File: src/shared/bit_exec_pkg.sv
// Package with encodings, field positions and phase states of the bit instruction executor.
package bit_exec_pkg;

	localparam int INSTR_W       = 14;
	localparam int ADDR_W        = 7;
	localparam int BIDX_W        = 3;
	localparam int DATA_W        = 8;
	localparam int PREFIX_HI     = 13;
	localparam int PREFIX_LO     = 12;
	localparam int OPSEL_HI      = 11;
	localparam int OPSEL_LO      = 10;
	localparam int BIDX_HI       = 9;
	localparam int BIDX_LO       = 7;
	localparam int ADDR_HI       = 6;
	localparam int ADDR_LO       = 0;

	localparam logic [1:0] BIT_PREFIX   = 2'h1;
	localparam logic [1:0] OPSEL_CLEAR  = 2'h0;
	localparam logic [1:0] OPSEL_SET    = 2'h1;
	localparam logic [1:0] OPSEL_TEST   = 2'h2;
	localparam logic [DATA_W-1:0] DATA_RESET = 8'h00;
	localparam logic [ADDR_W-1:0] ADDR_RESET = 7'h00;

	// Four internal phases of one instruction cycle, Gray coded.
	typedef enum logic [1:0] {
		PH_DECODE  = 2'b00,
		PH_READ    = 2'b01,
		PH_PROCESS = 2'b11,
		PH_WRITE   = 2'b10
	} phase_t;

	typedef enum logic [1:0] {
		OP_NONE,
		OP_CLEAR,
		OP_SET,
		OP_TEST
	} bit_op_t;

	// File register access request toward the register file.
	typedef struct packed {
		logic              readEn;
		logic              writeEn;
		logic [ADDR_W-1:0] addr;
		logic [DATA_W-1:0] wdata;
	} file_req_t;

endpackage

File: src/core/bit_oriented_instruction_exec.sv
// Executor for the single-bit clear, set and test-skip-if-clear file register instructions.
`timescale 1ns/1ns
module bit_oriented_instruction_exec (
	// Clock and reset
	input  wire logic                         ref_clk,
	input  wire logic                         rst,
	// Instruction stream, one word per instruction cycle, sampled at the decode phase
	input  wire logic [bit_exec_pkg::INSTR_W-1:0] instrWord,
	input  wire logic                         instrValid,
	// File register port
	output bit_exec_pkg::file_req_t           fileReq,
	input  wire logic [bit_exec_pkg::DATA_W-1:0] fileRdata,
	// Status
	output logic [1:0]                        phase,
	output logic                              cycleStart,
	output logic                              skipActive,
	output logic                              instrHandled
);
	import bit_exec_pkg::*;

	// Words outside the bit group, and the unused fourth selector, decode to no operation.
	// Such words pass through the four phases without touching the register file.
	function automatic bit_op_t decode_op(input logic [INSTR_W-1:0] w);
		bit_op_t op;
		op = OP_NONE;
		if (w[PREFIX_HI:PREFIX_LO] == BIT_PREFIX) begin
			unique case (w[OPSEL_HI:OPSEL_LO])
				OPSEL_CLEAR: op = OP_CLEAR;
				OPSEL_SET:   op = OP_SET;
				OPSEL_TEST:  op = OP_TEST;
				default:     op = OP_NONE;
			endcase
		end
		return op;
	endfunction

	// Operands are captured at decode and held for the rest of the instruction cycle.
	// The read data is kept in data_reg so the write phase sees a stable value.
	phase_t               phase_reg, phase_next;
	bit_op_t              op_reg, op_next;
	logic [ADDR_W-1:0]    addr_reg, addr_next;
	logic [BIDX_W-1:0]    bidx_reg, bidx_next;
	logic [DATA_W-1:0]    data_reg, data_next;
	logic                 skip_reg, skip_next;
	logic                 nop_reg, nop_next;
	file_req_t            req_reg, req_next;
	logic                 done_reg, done_next;

	always_comb begin
		phase_next = phase_reg;
		op_next    = op_reg;
		addr_next  = addr_reg;
		bidx_next  = bidx_reg;
		data_next  = data_reg;
		skip_next  = skip_reg;
		nop_next   = nop_reg;
		req_next   = '0;
		done_next  = 1'b0;
		unique case (phase_reg)
			PH_DECODE: begin
				phase_next = PH_READ;
				// A pending skip turns this whole cycle into a no-operation.
				nop_next  = skip_reg;
				skip_next = 1'b0;
				if (instrValid && !skip_reg) begin
					op_next   = decode_op(instrWord);
					bidx_next = instrWord[BIDX_HI:BIDX_LO];
					addr_next = instrWord[ADDR_HI:ADDR_LO];
				end else begin
					op_next = OP_NONE;
				end
			end
			PH_READ: begin
				phase_next = PH_PROCESS;
				// The request is registered, so it shows on the port during the process phase.
				// The register file answers combinationally in that same cycle.
				if (op_reg != OP_NONE) begin
					req_next.readEn = 1'b1;
					req_next.addr   = addr_reg;
				end
			end
			PH_PROCESS: begin
				phase_next = PH_WRITE;
				// Only the selected bit is altered; the other seven come back unchanged.
				// A test only looks at the bit and arms the skip for the next cycle.
				data_next  = fileRdata;
				unique case (op_reg)
					OP_CLEAR: data_next[bidx_reg] = 1'b0;
					OP_SET:   data_next[bidx_reg] = 1'b1;
					OP_TEST:  skip_next = ~fileRdata[bidx_reg];
					OP_NONE:  data_next = data_reg;
				endcase
			end
			PH_WRITE: begin
				phase_next = PH_DECODE;
				done_next  = (op_reg != OP_NONE);
				// The test never writes, so flags and the register are left alone.
				if (op_reg == OP_CLEAR || op_reg == OP_SET) begin
					req_next.writeEn = 1'b1;
					req_next.addr    = addr_reg;
					req_next.wdata   = data_reg;
				end
			end
		endcase
	end

	// A reset also drops a pending skip, so the first instruction after it always runs.
	// Every output but cycleStart, a decode of the phase register, is registered to keep the register file free of decode glitches.
	always_ff @(posedge ref_clk) begin
		if (rst) begin
			phase_reg <= PH_DECODE;
			op_reg    <= OP_NONE;
			addr_reg  <= ADDR_RESET;
			bidx_reg  <= '0;
			data_reg  <= DATA_RESET;
			skip_reg  <= 1'b0;
			nop_reg   <= 1'b0;
			req_reg   <= '0;
			done_reg  <= 1'b0;
		end else begin
			phase_reg <= phase_next;
			op_reg    <= op_next;
			addr_reg  <= addr_next;
			bidx_reg  <= bidx_next;
			data_reg  <= data_next;
			skip_reg  <= skip_next;
			nop_reg   <= nop_next;
			req_reg   <= req_next;
			done_reg  <= done_next;
		end
	end

	// The write of a clear or set lands in the decode phase of the following cycle.
	// This one-cycle lag is the price of registering the request.
	assign fileReq      = req_reg;
	assign phase        = phase_reg;
	assign cycleStart   = (phase_reg == PH_DECODE);
	assign skipActive   = nop_reg;
	assign instrHandled = done_reg;

	// Checks below follow one instruction from its decode edge to the write a cycle later.
	// Expected data is rebuilt from the sampled read value, not from the internal data path.
	// The reset check has no disable clause, since it watches the reset itself.
	// A cycle counted from the decode edge: read shows at +2, write at +4.

	a_clear_write: assert property (@(posedge ref_clk) disable iff (rst)
		(phase_reg == PH_DECODE && instrValid && !skip_reg && decode_op(instrWord) == OP_CLEAR)
		##3 1 |=> (fileReq.writeEn && fileReq.wdata == ($past(fileRdata, 2) & ~(8'h01 << $past(bidx_reg, 2)))))
		else $error("bit clear wrote wrong value");

	a_set_write: assert property (@(posedge ref_clk) disable iff (rst)
		(phase_reg == PH_DECODE && instrValid && !skip_reg && decode_op(instrWord) == OP_SET)
		##3 1 |=> (fileReq.writeEn && fileReq.wdata == ($past(fileRdata, 2) | (8'h01 << $past(bidx_reg, 2)))))
		else $error("bit set wrote wrong value");

	a_set_addr: assert property (@(posedge ref_clk) disable iff (rst)
		(phase_reg == PH_DECODE && instrValid && !skip_reg
			&& instrWord[PREFIX_HI:OPSEL_LO] == {BIT_PREFIX, OPSEL_SET})
		|=> ##3 (fileReq.writeEn && fileReq.addr == $past(instrWord[ADDR_HI:ADDR_LO], 4)))
		else $error("bit set address wrong");

	a_test_noskip: assert property (@(posedge ref_clk) disable iff (rst)
		(phase_reg == PH_PROCESS && op_reg == OP_TEST && fileRdata[bidx_reg]) |=> ##2 !skipActive)
		else $error("skip taken on set bit");

	a_handled_pulse: assert property (@(posedge ref_clk) disable iff (rst)
		(phase_reg == PH_WRITE && op_reg != OP_NONE) |=> (instrHandled && cycleStart) ##1 !instrHandled)
		else $error("handled pulse wrong");

	a_test_skip: assert property (@(posedge ref_clk) disable iff (rst)
		(phase_reg == PH_PROCESS && op_reg == OP_TEST && !fileRdata[bidx_reg])
		|=> ##2 (skipActive && op_reg == OP_NONE) [*4])
		else $error("skip cycle not a no-operation");

	a_skip_hold: assert property (@(posedge ref_clk) disable iff (rst)
		$rose(skipActive) |-> (phase_reg == PH_READ) ##1 skipActive [*3] ##1 !skipActive)
		else $error("skip cycle length wrong");

	a_skip_quiet: assert property (@(posedge ref_clk) disable iff (rst)
		skipActive |-> (!fileReq.writeEn && !fileReq.readEn))
		else $error("file access during skip");

	a_reset_idle: assert property (@(posedge ref_clk)
		rst |=> (phase_reg == PH_DECODE && fileReq == '0 && !skipActive && !instrHandled))
		else $error("reset state wrong");

	a_test_nowrite: assert property (@(posedge ref_clk) disable iff (rst)
		(phase_reg == PH_WRITE && op_reg == OP_TEST) |=> !fileReq.writeEn)
		else $error("test instruction wrote register");

	a_ignore_other: assert property (@(posedge ref_clk) disable iff (rst)
		(phase_reg == PH_DECODE && instrValid && decode_op(instrWord) == OP_NONE)
		|=> ##1 !fileReq.readEn ##2 !fileReq.writeEn)
		else $error("ignored word reached the file");

	a_phase_walk: assert property (@(posedge ref_clk) disable iff (rst)
		cycleStart |=> phase == 2'b01 ##1 phase == 2'b11 ##1 phase == 2'b10 ##1 cycleStart)
		else $error("phase sequence broken");

	a_read_addr: assert property (@(posedge ref_clk) disable iff (rst)
		(phase_reg == PH_DECODE && instrValid && !skip_reg && decode_op(instrWord) != OP_NONE)
		|=> ##1 (fileReq.readEn && fileReq.addr == $past(instrWord[ADDR_HI:ADDR_LO], 2)))
		else $error("read address wrong");

	// Main scenarios the bench is expected to reach.
	c_clear: cover property (@(posedge ref_clk) fileReq.writeEn && !fileReq.wdata[0]);
	c_skip: cover property (@(posedge ref_clk) skipActive);
	c_noskip: cover property (@(posedge ref_clk) phase_reg == PH_WRITE && op_reg == OP_TEST && !skip_reg);
	c_set: cover property (@(posedge ref_clk) phase_reg == PH_WRITE && op_reg == OP_SET);
	c_ignored: cover property (@(posedge ref_clk) phase_reg == PH_DECODE && instrValid && decode_op(instrWord) == OP_NONE);
endmodule

File: config.mk
export PLATFORM = sky130hd
export DESIGN_NAME = bit_oriented_instruction_exec
export DESIGN_NICKNAME = d
export VERILOG_FILES = /design/src/shared/bit_exec_pkg.sv /design/src/core/bit_oriented_instruction_exec.sv
export SDC_FILE = /design/constraint.sdc
export NUM_CORES = 1
export LEC_CHECK = 0
export BUFFER_PORTS_ARGS = -buffer_cell sky130_fd_sc_hd__buf_2
export CORE_ASPECT_RATIO = 1.2
export CORE_MARGIN = 2
export CORE_UTILIZATION = 28
export DETAILED_ROUTE_END_ITERATION = 10
export GPL_TIMING_DRIVEN = 0
export MAX_ROUTING_LAYER = met4
export RECOVER_POWER = 25
export SYNTH_ARGS = -nofsm -noshare
export SYNTH_HDL_FRONTEND = slang
export SYNTH_SLANG_ARGS = --single-unit
File: constraint.sdc
create_clock -name ref_clk -period 1.8 [get_ports ref_clk]
set_clock_uncertainty 0.05 [all_clocks]
set_input_delay 0 -clock ref_clk [delete_from_list [all_inputs] [get_ports ref_clk]]
set_output_delay 0 -clock ref_clk [all_outputs]
set_load 0.1 [all_outputs]
; ---- Word-level counts from Yosys, hierarchy flattened
; Cells that the tools add are included.
[totals]
ff_bits = 42
in_bits = 25
out_inout_bits = 22
word_cells = 62
[classes]
mux = 15
bitwise_logic = 8
n_eq_ne = 10
magnitude_cmp = 2
reduce_logical = 15
[op_table]
columns = cell, n
row1 = $pmux 8 s3, 1
row2 = $mux 16, 1
row3 = $pmux 7 s2, 1
row4 = $eq 2x2->1 const B, 5
row5 = $and 8x8->8, 1
row6 = $eq 2x1->1 const B, 4
row7 = $not 8->8, 1
row8 = $or 8x8->8, 1
row9 = $pmux 2 s4, 1
row10 = $mux 7, 1
row11 = $logic_not 2->1, 3
row12 = $pmux 2 s3, 1
row13 = $reduce_and 2->1, 3
row14 = $not 1->1, 5
row15 = $lt 3x4->1 const B, 1
row16 = $mux 1, 4
row17 = $mux 2, 2
row18 = $reduce_bool 2->1, 2
row19 = $reduce_or 2->1, 2
row20 = $bmux 1 s3, 1
row21 = $demux 1 s3, 1
row22 = $ge 3x1->1 const B, 1
row23 = $reduce_or 3->1, 1
row24 = $logic_and 1x1->1, 2
row25 = 4 further kinds, 4

; ---- Depth between registers and ports, before layout
; Gate-level depths: netlist (run 1).
[logic_depth]
depth_word = 7
depth_mapped = 7
depth_no_buf = 6

; ---- Least setup slack after synthesis (run 1)
; No wires, ideal clock.
[synth_timing]
kind = register -> register
start = reg phase_reg[0] (netlist: phase[0])
end = reg addr_reg[6]
period_less_slack_ps = 2732
required_time_ps = 1622
path_stages_with_launch = 7
arrival_time_ps = 2554
path_slack_ps = -932
setup_time_ps = 128
n_path_buf = 1
cell_sequence = dfxtp_1 > inv_1 > ha_1 > nand3b_1 > buf_2 > mux2i_1 > nor2_1
[synth_between]
elab_chain_len = 2
[synth_rtl]
columns = element, line
row1 = from (decl), bit_oriented_instruction_exec.sv:39  ; phase_t phase_reg, phase_next;
row2 = from (signal assigned), bit_oriented_instruction_exec.sv:121  ; phase_reg <= phase_next;
row3 = $logic_not 2->1, --
row4 = via cycleStart, bit_oriented_instruction_exec.sv:15  ; output logic cycleStart,
row5 = $reduce_and 2->1 (no line), --
row6 = to (signal assigned), bit_oriented_instruction_exec.sv:123  ; addr_reg <= addr_next;
row7 = to (decl), bit_oriented_instruction_exec.sv:41  ; logic [ADDR_W-1:0] addr_reg, addr_next;
; The timed path passes the listed nets, and every way through them passes these cells.
; A chain may end at the register's enable or synchronous reset.

; ---- Worst setup path after layout (run 1)
[layout_timing]
start = reg op_reg[0]
end = reg data_reg[6]
[layout_between]
elab_chain_len = 3
word_cells_on_any_way = 6
classes_between = eq/ne (2) / mux (1) / bitwise (1) / reduce/logical (2)
[layout_rtl]
columns = element, line
row1 = from (decl), bit_oriented_instruction_exec.sv:40  ; bit_op_t op_reg, op_next;
row2 = from (signal assigned), bit_oriented_instruction_exec.sv:122  ; op_reg <= op_next;
row3 = "parallel branches: the longest is 3 deep, another holds $pmux 8 s3", --
row4 = to (signal assigned), bit_oriented_instruction_exec.sv:125  ; data_reg <= data_next;
row5 = to (decl), bit_oriented_instruction_exec.sv:43  ; logic [DATA_W-1:0] data_reg, data_next;
; Several ways; the timed one is not identified.

==> metrics, run 1 <==
1st-iter DRT viols 30; top-count cell post-synth dfxtp_1; Slowest-stage cell, CP or3_1; total global routing overflow 0; GRT Total Usage 0.119; vias in the first global route 1,416; DRT Pass-1 Iters 4; Max Slew Vio Count 0; vias post-DR roughly 1,500; mapped cell area between 1500 and 2000 µm²; clk_lat worst skew around 0.3 ns; TritonCTS clock tree done; die extent in x between 70 and 80 µm; # H-tree levels 2; max cap viols 0; CTS buffer count 5; Lkg Pwr a little over 1 nW; f_max roughly 600 MHz; first-pass GRT wire length between 6000 and 7000 µm; Worst Setup Slack, final ~0.18 ns; Critical Path Fanout Max 8; Crit Path Class register to register; # setup viols final 0; Core Box Area approximately 6300 µm²; Max transition margin 0.220; Post-Syn Area per Cell between 9 and 10 µm²; Die Height around 90 µm; DRC Markers 0; Port Buffers 46; initial antenna violation count 0; CTS sink count 42; pin count of the biggest net entering global routing 14; number of synthesized flops with an enable pin 0; clk slew on worst S/H paths around 0.080 ns; number of flip-flops in the largest register 17; Root Driver clkbuf_8; Post-DRT Antenna Nets 0; Syn Inst Count between 150 and 200; GP Congestion ~0.86; cell chain of the critical path inv_1 -> ha_4 -> nand2b_1 -> clkbuf_4 -> a21oi_1 -> or3_1 -> a21oi_1; crit path DAT between 1.5 and 2 ns; status complete, no violations; startpoint types register; Max clock buf depth 2; Final min period 1.62 ns; I/O pin count 47; Pwr Density 815 nW/µm²; Post-synth top cells dfxtp_1 (42), a21oi_1 (19), nor2_1 (17); Mapped Nets approximately 220; min-delay src instrWord[11]; CP max stage delay between 0.3 and 0.4 ns; final wirelength 3870 µm; synth top area cells dfxtp_1 (47%), ha_1 (6.9%), mux2i_1 (6.6%); Post-synth top flop dfxtp_1; die area 7120 µm²; flops & latches, synth 42; Post-Place Setup Slack -0.0185 ns; Hold Vio Cnt, Final 0; Unique masters post-synth 40; Ys Warns 0; Yosys top cell area share 0.465; # diodes 0; unrepaired setup endpoints after global routing no; measured slew at the worst slew-check pin between 1 and 1.5 ns; CP Launch Point op_reg[0]; VDD IR max around 0.52 mV; critical path required time approximately 2.0 ns; Worst R2R Start op_reg[0]; share of post-route cells with drive strength above 1 0.223; CP Capture Type register; register area share after synthesis 0.465; crit-path leading delay family simple AND/OR/NAND/NOR gates; post-synth top area cell dfxtp_1; FILL cells ~700; Via-to-Cell Ratio 4.38; initial core utilization 0.286; final worst path period share 0.901; Hold WC Path Type input pin to register; layout net count 290; Avg WL per Cell ~11 µm; DP Wirelength about 2900 µm; Tot Pwr 1.94 mW; most used cell, CP a21oi_1; asr flop ratio synth 0; number of core rows 32; Area Growth Syn to Fin 31.8%; CP bufs+invs 2
==> tightest hold or removal path, cell delays in order <==
cell       delay (ns)
buf_2            0.11
inv_1            0.05
ha_1             0.11
a2bb2oi_1        0.05
nor2_1           0.07
==> worst paths after layout <==
kind                               endpoint  slack, ns  cells past startpoint
worst max register to register  data_reg[6]       0.18                      7
worst min register to register  data_reg[3]       0.40                      2
worst max-delay path            data_reg[6]       0.18                      7
worst min-delay path              op_reg[1]       0.07                      5
==> per-stage QoR <==
stage          cells  area, µm²  TNS, ns  hold WS [ns]  utilization
2_1_floorplan    189       1830        0        0.0939            -
3_3_place_gp     320       2160        0         0.181        0.342
3_5_place_dp     320       2160  -0.0222         0.189        0.342
4_1_cts          339       2370        0       0.00330        0.375
5_1_grt          341       2380        0        0.0867        0.377
6_report         341       2380        0        0.0702        0.377
==> report_power, final <==
part           internal (mW)  total, mW  switching (mW)
clock network          0.317      0.639           0.322
logic                  0.133      0.327           0.194
registers              0.953      0.975          0.0219
total                   1.40       1.94           0.538
==> kinds of logic (layout without fill, tap and decap cells) <==
logic type | Yosys count | count (layout) | synth area share
buffers and inverters | 17 | 84 | 0.0491
adders and majority gates | 10 | 10 | 0.0692
DFF | 42 | 42 | 0.465
and+or+nand+nor | 72 | 72 | 0.225
muxes | 13 | 13 | 0.0727
AOI/OAI and AO/OA | 35 | 35 | 0.119
==> routing by layer <==
layer,wire length (µm),GRT usage,up-vias
met3,223,0.0354,7
met1,1730,0.138,667
met2,1850,0.195,41
met5,0,-,-
li1,-,-,778
met4,63,0.0446,0
==> timing repair <==
action / 4_1_cts / 5_1_grt
hold buffers: 11 / 1
resized for setup: 1 / 6
setup buffers: 0 / 1
endpoints found under the setup margin: 2 / 14
pin swaps: 0 / 1
hold endpoints to repair: 12 / 1
==> placed cells by master (no fill, tap or decap), types with 8 or more instances in the layout <==
master	n
mux2i_1	12
dlygate4sd3_1	12
a21oi_1	19
clkbuf_1	15
or3_1	8
buf_2	33
nand2_1	10
and2_1	15
dfxtp_1	40
ha_1	8
nor2_1	17
==> cell type report <==
cell class                 instances  area (µm²)  area share
buffer                            10        66.3      0.0278
clock buffer                       7        86.3      0.0362
clock inverter                     1        8.76     0.00368
inverter                           7        26.3      0.0110
multi-input combinational        130         903       0.379
sequential                        42         843       0.354
tap                               85         106      0.0446
timing repair buffer              59         342       0.143
No activity file was read; power rests on OpenSTA's default activity.
==> inputs of run 2 (changes only) <==
--- a/config.mk
+++ b/config.mk
@@ -5,7 +5,7 @@
 export SDC_FILE = /design/constraint.sdc
 export NUM_CORES = 1
 export LEC_CHECK = 0
-export BUFFER_PORTS_ARGS = -buffer_cell sky130_fd_sc_hd__buf_2
+export BUFFER_PORTS_ARGS = -buffer_cell sky130_fd_sc_hd__buf_4
 export CORE_ASPECT_RATIO = 1.2
 export CORE_MARGIN = 2
 export CORE_UTILIZATION = 28
==> run 2 against run 1 <==
Against the previous run:
- sequential cell count is the same
- combinational power increased by 6%
- clock power rose by 13%
- global-route usage down 0.14 points
- maximum frequency fell by 0.41%
- clock-buffer cell count unchanged
- via count decreased by 2.5%
- non-clock buffer count shrank 2
- largest cell class unchanged
==> metrics, run 2 (synthesis results as in run 1) <==
GRT Total Usage 0.118 (-0.00144); number of core rows 32 (unchanged); CP Capture Type register; Root Driver clkbuf_8; TNS Setup 0 ns (unchanged); Tot Pwr 2.05 mW (+5.4%); Reg2Reg Capture Point data_reg[6]; initial antenna violation count 0 (unchanged); max cap viols 0 (unchanged); hold path endpoint op_reg[1]; I/O pin count 47 (unchanged); Internal 1.52 mW (+8.4%); die extent in x 77.4 µm (unchanged); die area 7120 µm² (unchanged); vias post-DR 1,455 (-2.5%); CTS buffer count 5 (unchanged); initial core utilization 0.286 (unchanged); unrepaired setup endpoints after global routing no; switch share 0.257 (-0.0204); Core Box Area 6330 µm² (unchanged); clk_lat worst skew 0.29 ns (about the same); Final min period 1.63 ns (+0.00670 ns); total global routing overflow 0 (unchanged); Worst Setup Slack, final 0.172 ns (-0.00670 ns); pin count of the biggest net entering global routing 13 (-1); worst hold margin 0.0832 ns (+0.0130 ns); Hold Vio Cnt, Final 0 (unchanged); Pwr Density 827 nW/µm² (+1.5%); # diodes 0 (unchanged); DRT Pass-1 Iters 4 (unchanged); Crit Path Class register to register; TritonCTS clock tree done; Logic pwr share 0.169 (about the same); first-pass GRT wire length 6520 µm (-0.21%); layout net count 288 (-0.69%); most frequent cells in the layout dfxtp_1 (39), buf_4 (34), a21oi_1 (19), nor2_1 (17), and2_1 (15); critical path required time 1.97 ns (about the same); DP Wirelength 2830 µm (-1.7%); R2R depth 7 (unchanged); Post-DRT Antenna Nets 0 (unchanged); vias in the first global route 1,431 (+1.1%); Max clock buf depth 2 (unchanged); share of post-route cells with drive strength above 1 0.268 (+0.0451); sequential share of power 0.477 (-0.025); f_max 614 MHz (-0.41%); Worst R2R Start op_reg[1]; status complete, no violations; Die Height 92.0 µm (unchanged); Critical Path Fanout Max 8 (unchanged); Post-Place Cells 320 (unchanged); DRC Markers 0 (unchanged); FILL cells 677 (-3.7%); Lkg Pwr 1.08 nW (+5.5%); CTS sink count 42 (unchanged); Net Sw Power 0.526 mW (-2.4%); Area Growth Syn to Fin 36.9%; Post-Place Setup Slack 0.0131 ns (+0.0316 ns); min-delay src instrWord[11]; most common cell after layout, fill and taps aside dfxtp_1; crit path DAT 1.80 ns (about the same); Hold WC Path Type input pin to register; number of flip-flops in the largest register 17 (unchanged); Max Slew Vio Count 0 (unchanged); clock share of power 0.354 (+0.025); GP Congestion 0.844 (-2.2%); r2r setup slk 0.17 ns (about the same); Via-to-Cell Ratio 4.29 (-2.0%); final wirelength 3800 µm (-1.9%); clk slew on worst S/H paths 0.07 ns (about the same); # setup viols final 0 (unchanged); Max transition margin 0.227 (+0.00718); Port Buffers 46 (unchanged); Avg WL per Cell 11.2 µm (-1.3%); # H-tree levels 2 (unchanged); measured slew at the worst slew-check pin 1.16 ns (-0.0108 ns); startpoint types register; worst hold path depth 5 (unchanged); final worst path period share 0.904 (+0.00372); 1st-iter DRT viols 32 (+6.7%); VDD IR max 0.528 mV (+0.87%); fin cells 339 (-0.59%)
## run 2: what timing repair did
| action | in CTS | in global routing |
|---|---|---|
| hold buffers | 11 | 0 |
| pin swaps | 1 | 0 |
| setup endpoints to repair | 4 | 9 |
| setup buffers | 1 | 0 |
| hold endpoints to repair | 12 | 0 |
| gates resized for setup | 1 | 2 |
## run 2: stage by stage
step	instance area, µm²	util
6_report	2470	0.391
5_1_grt	2470	0.391
4_1_cts	2510	0.396
3_5_place_dp	2280	0.360
3_3_place_gp	2280	0.360
2_1_floorplan	1830	-
## run 2: worst max path at each step
stage	start	endpoint	slack (ns)	cells past startpoint
5_1_grt	op_reg[1]	data_reg[1]	0.008	7
3_5_place_dp	op_reg[1]	fileReq[12]	0.01	6
4_1_cts	op_reg[0]	data_reg[3]	0.07	7
6_report	op_reg[1]	data_reg[6]	0.17	7
3_3_place_gp	op_reg[0]	fileReq[14]	0.02	6
2_1_floorplan	phase[0]	addr_reg[6]	0.02	6
## run 2: worst max-delay path, cell delays in order (launching register included)
cell and delay, ns:
dfxtp_1 0.37, inv_1 0.11, ha_4 0.26, nand2b_1 0.07, buf_2 0.17, a21oi_1 0.05
or3_1 0.37, a21oi_1 0.12
## run 2: layer usage
metal,wire length [µm],vias to the layer above,GRT usage
li1,-,772,-
met1,1750,639,0.140
met2,1780,39,0.191
met3,206,5,0.0344
met4,61,0,0.0402
met5,0,-,-
## run 2: power by group through the flow
stage	clock [mW]	sequential [mW]	combinational [mW]
finish	0.724	0.977	0.345
global route	0.777	0.981	0.377
CTS	0.746	0.977	0.346
detailed placement	0	0.999	0.326
global placement	0	0.997	0.324
floorplan	0	1.04	0.195
## run 2: cell type report
class,count,area (µm²),share of cell area
multi-input combinational,130,903,0.365
inverter,7,26.3,0.0106
buffer,9,58.8,0.0238
sequential,42,850,0.343
clock inverter,1,30.0,0.0121
clock buffer,7,76.3,0.0308
timing repair buffer,58,424,0.171
tap,85,106,0.0430
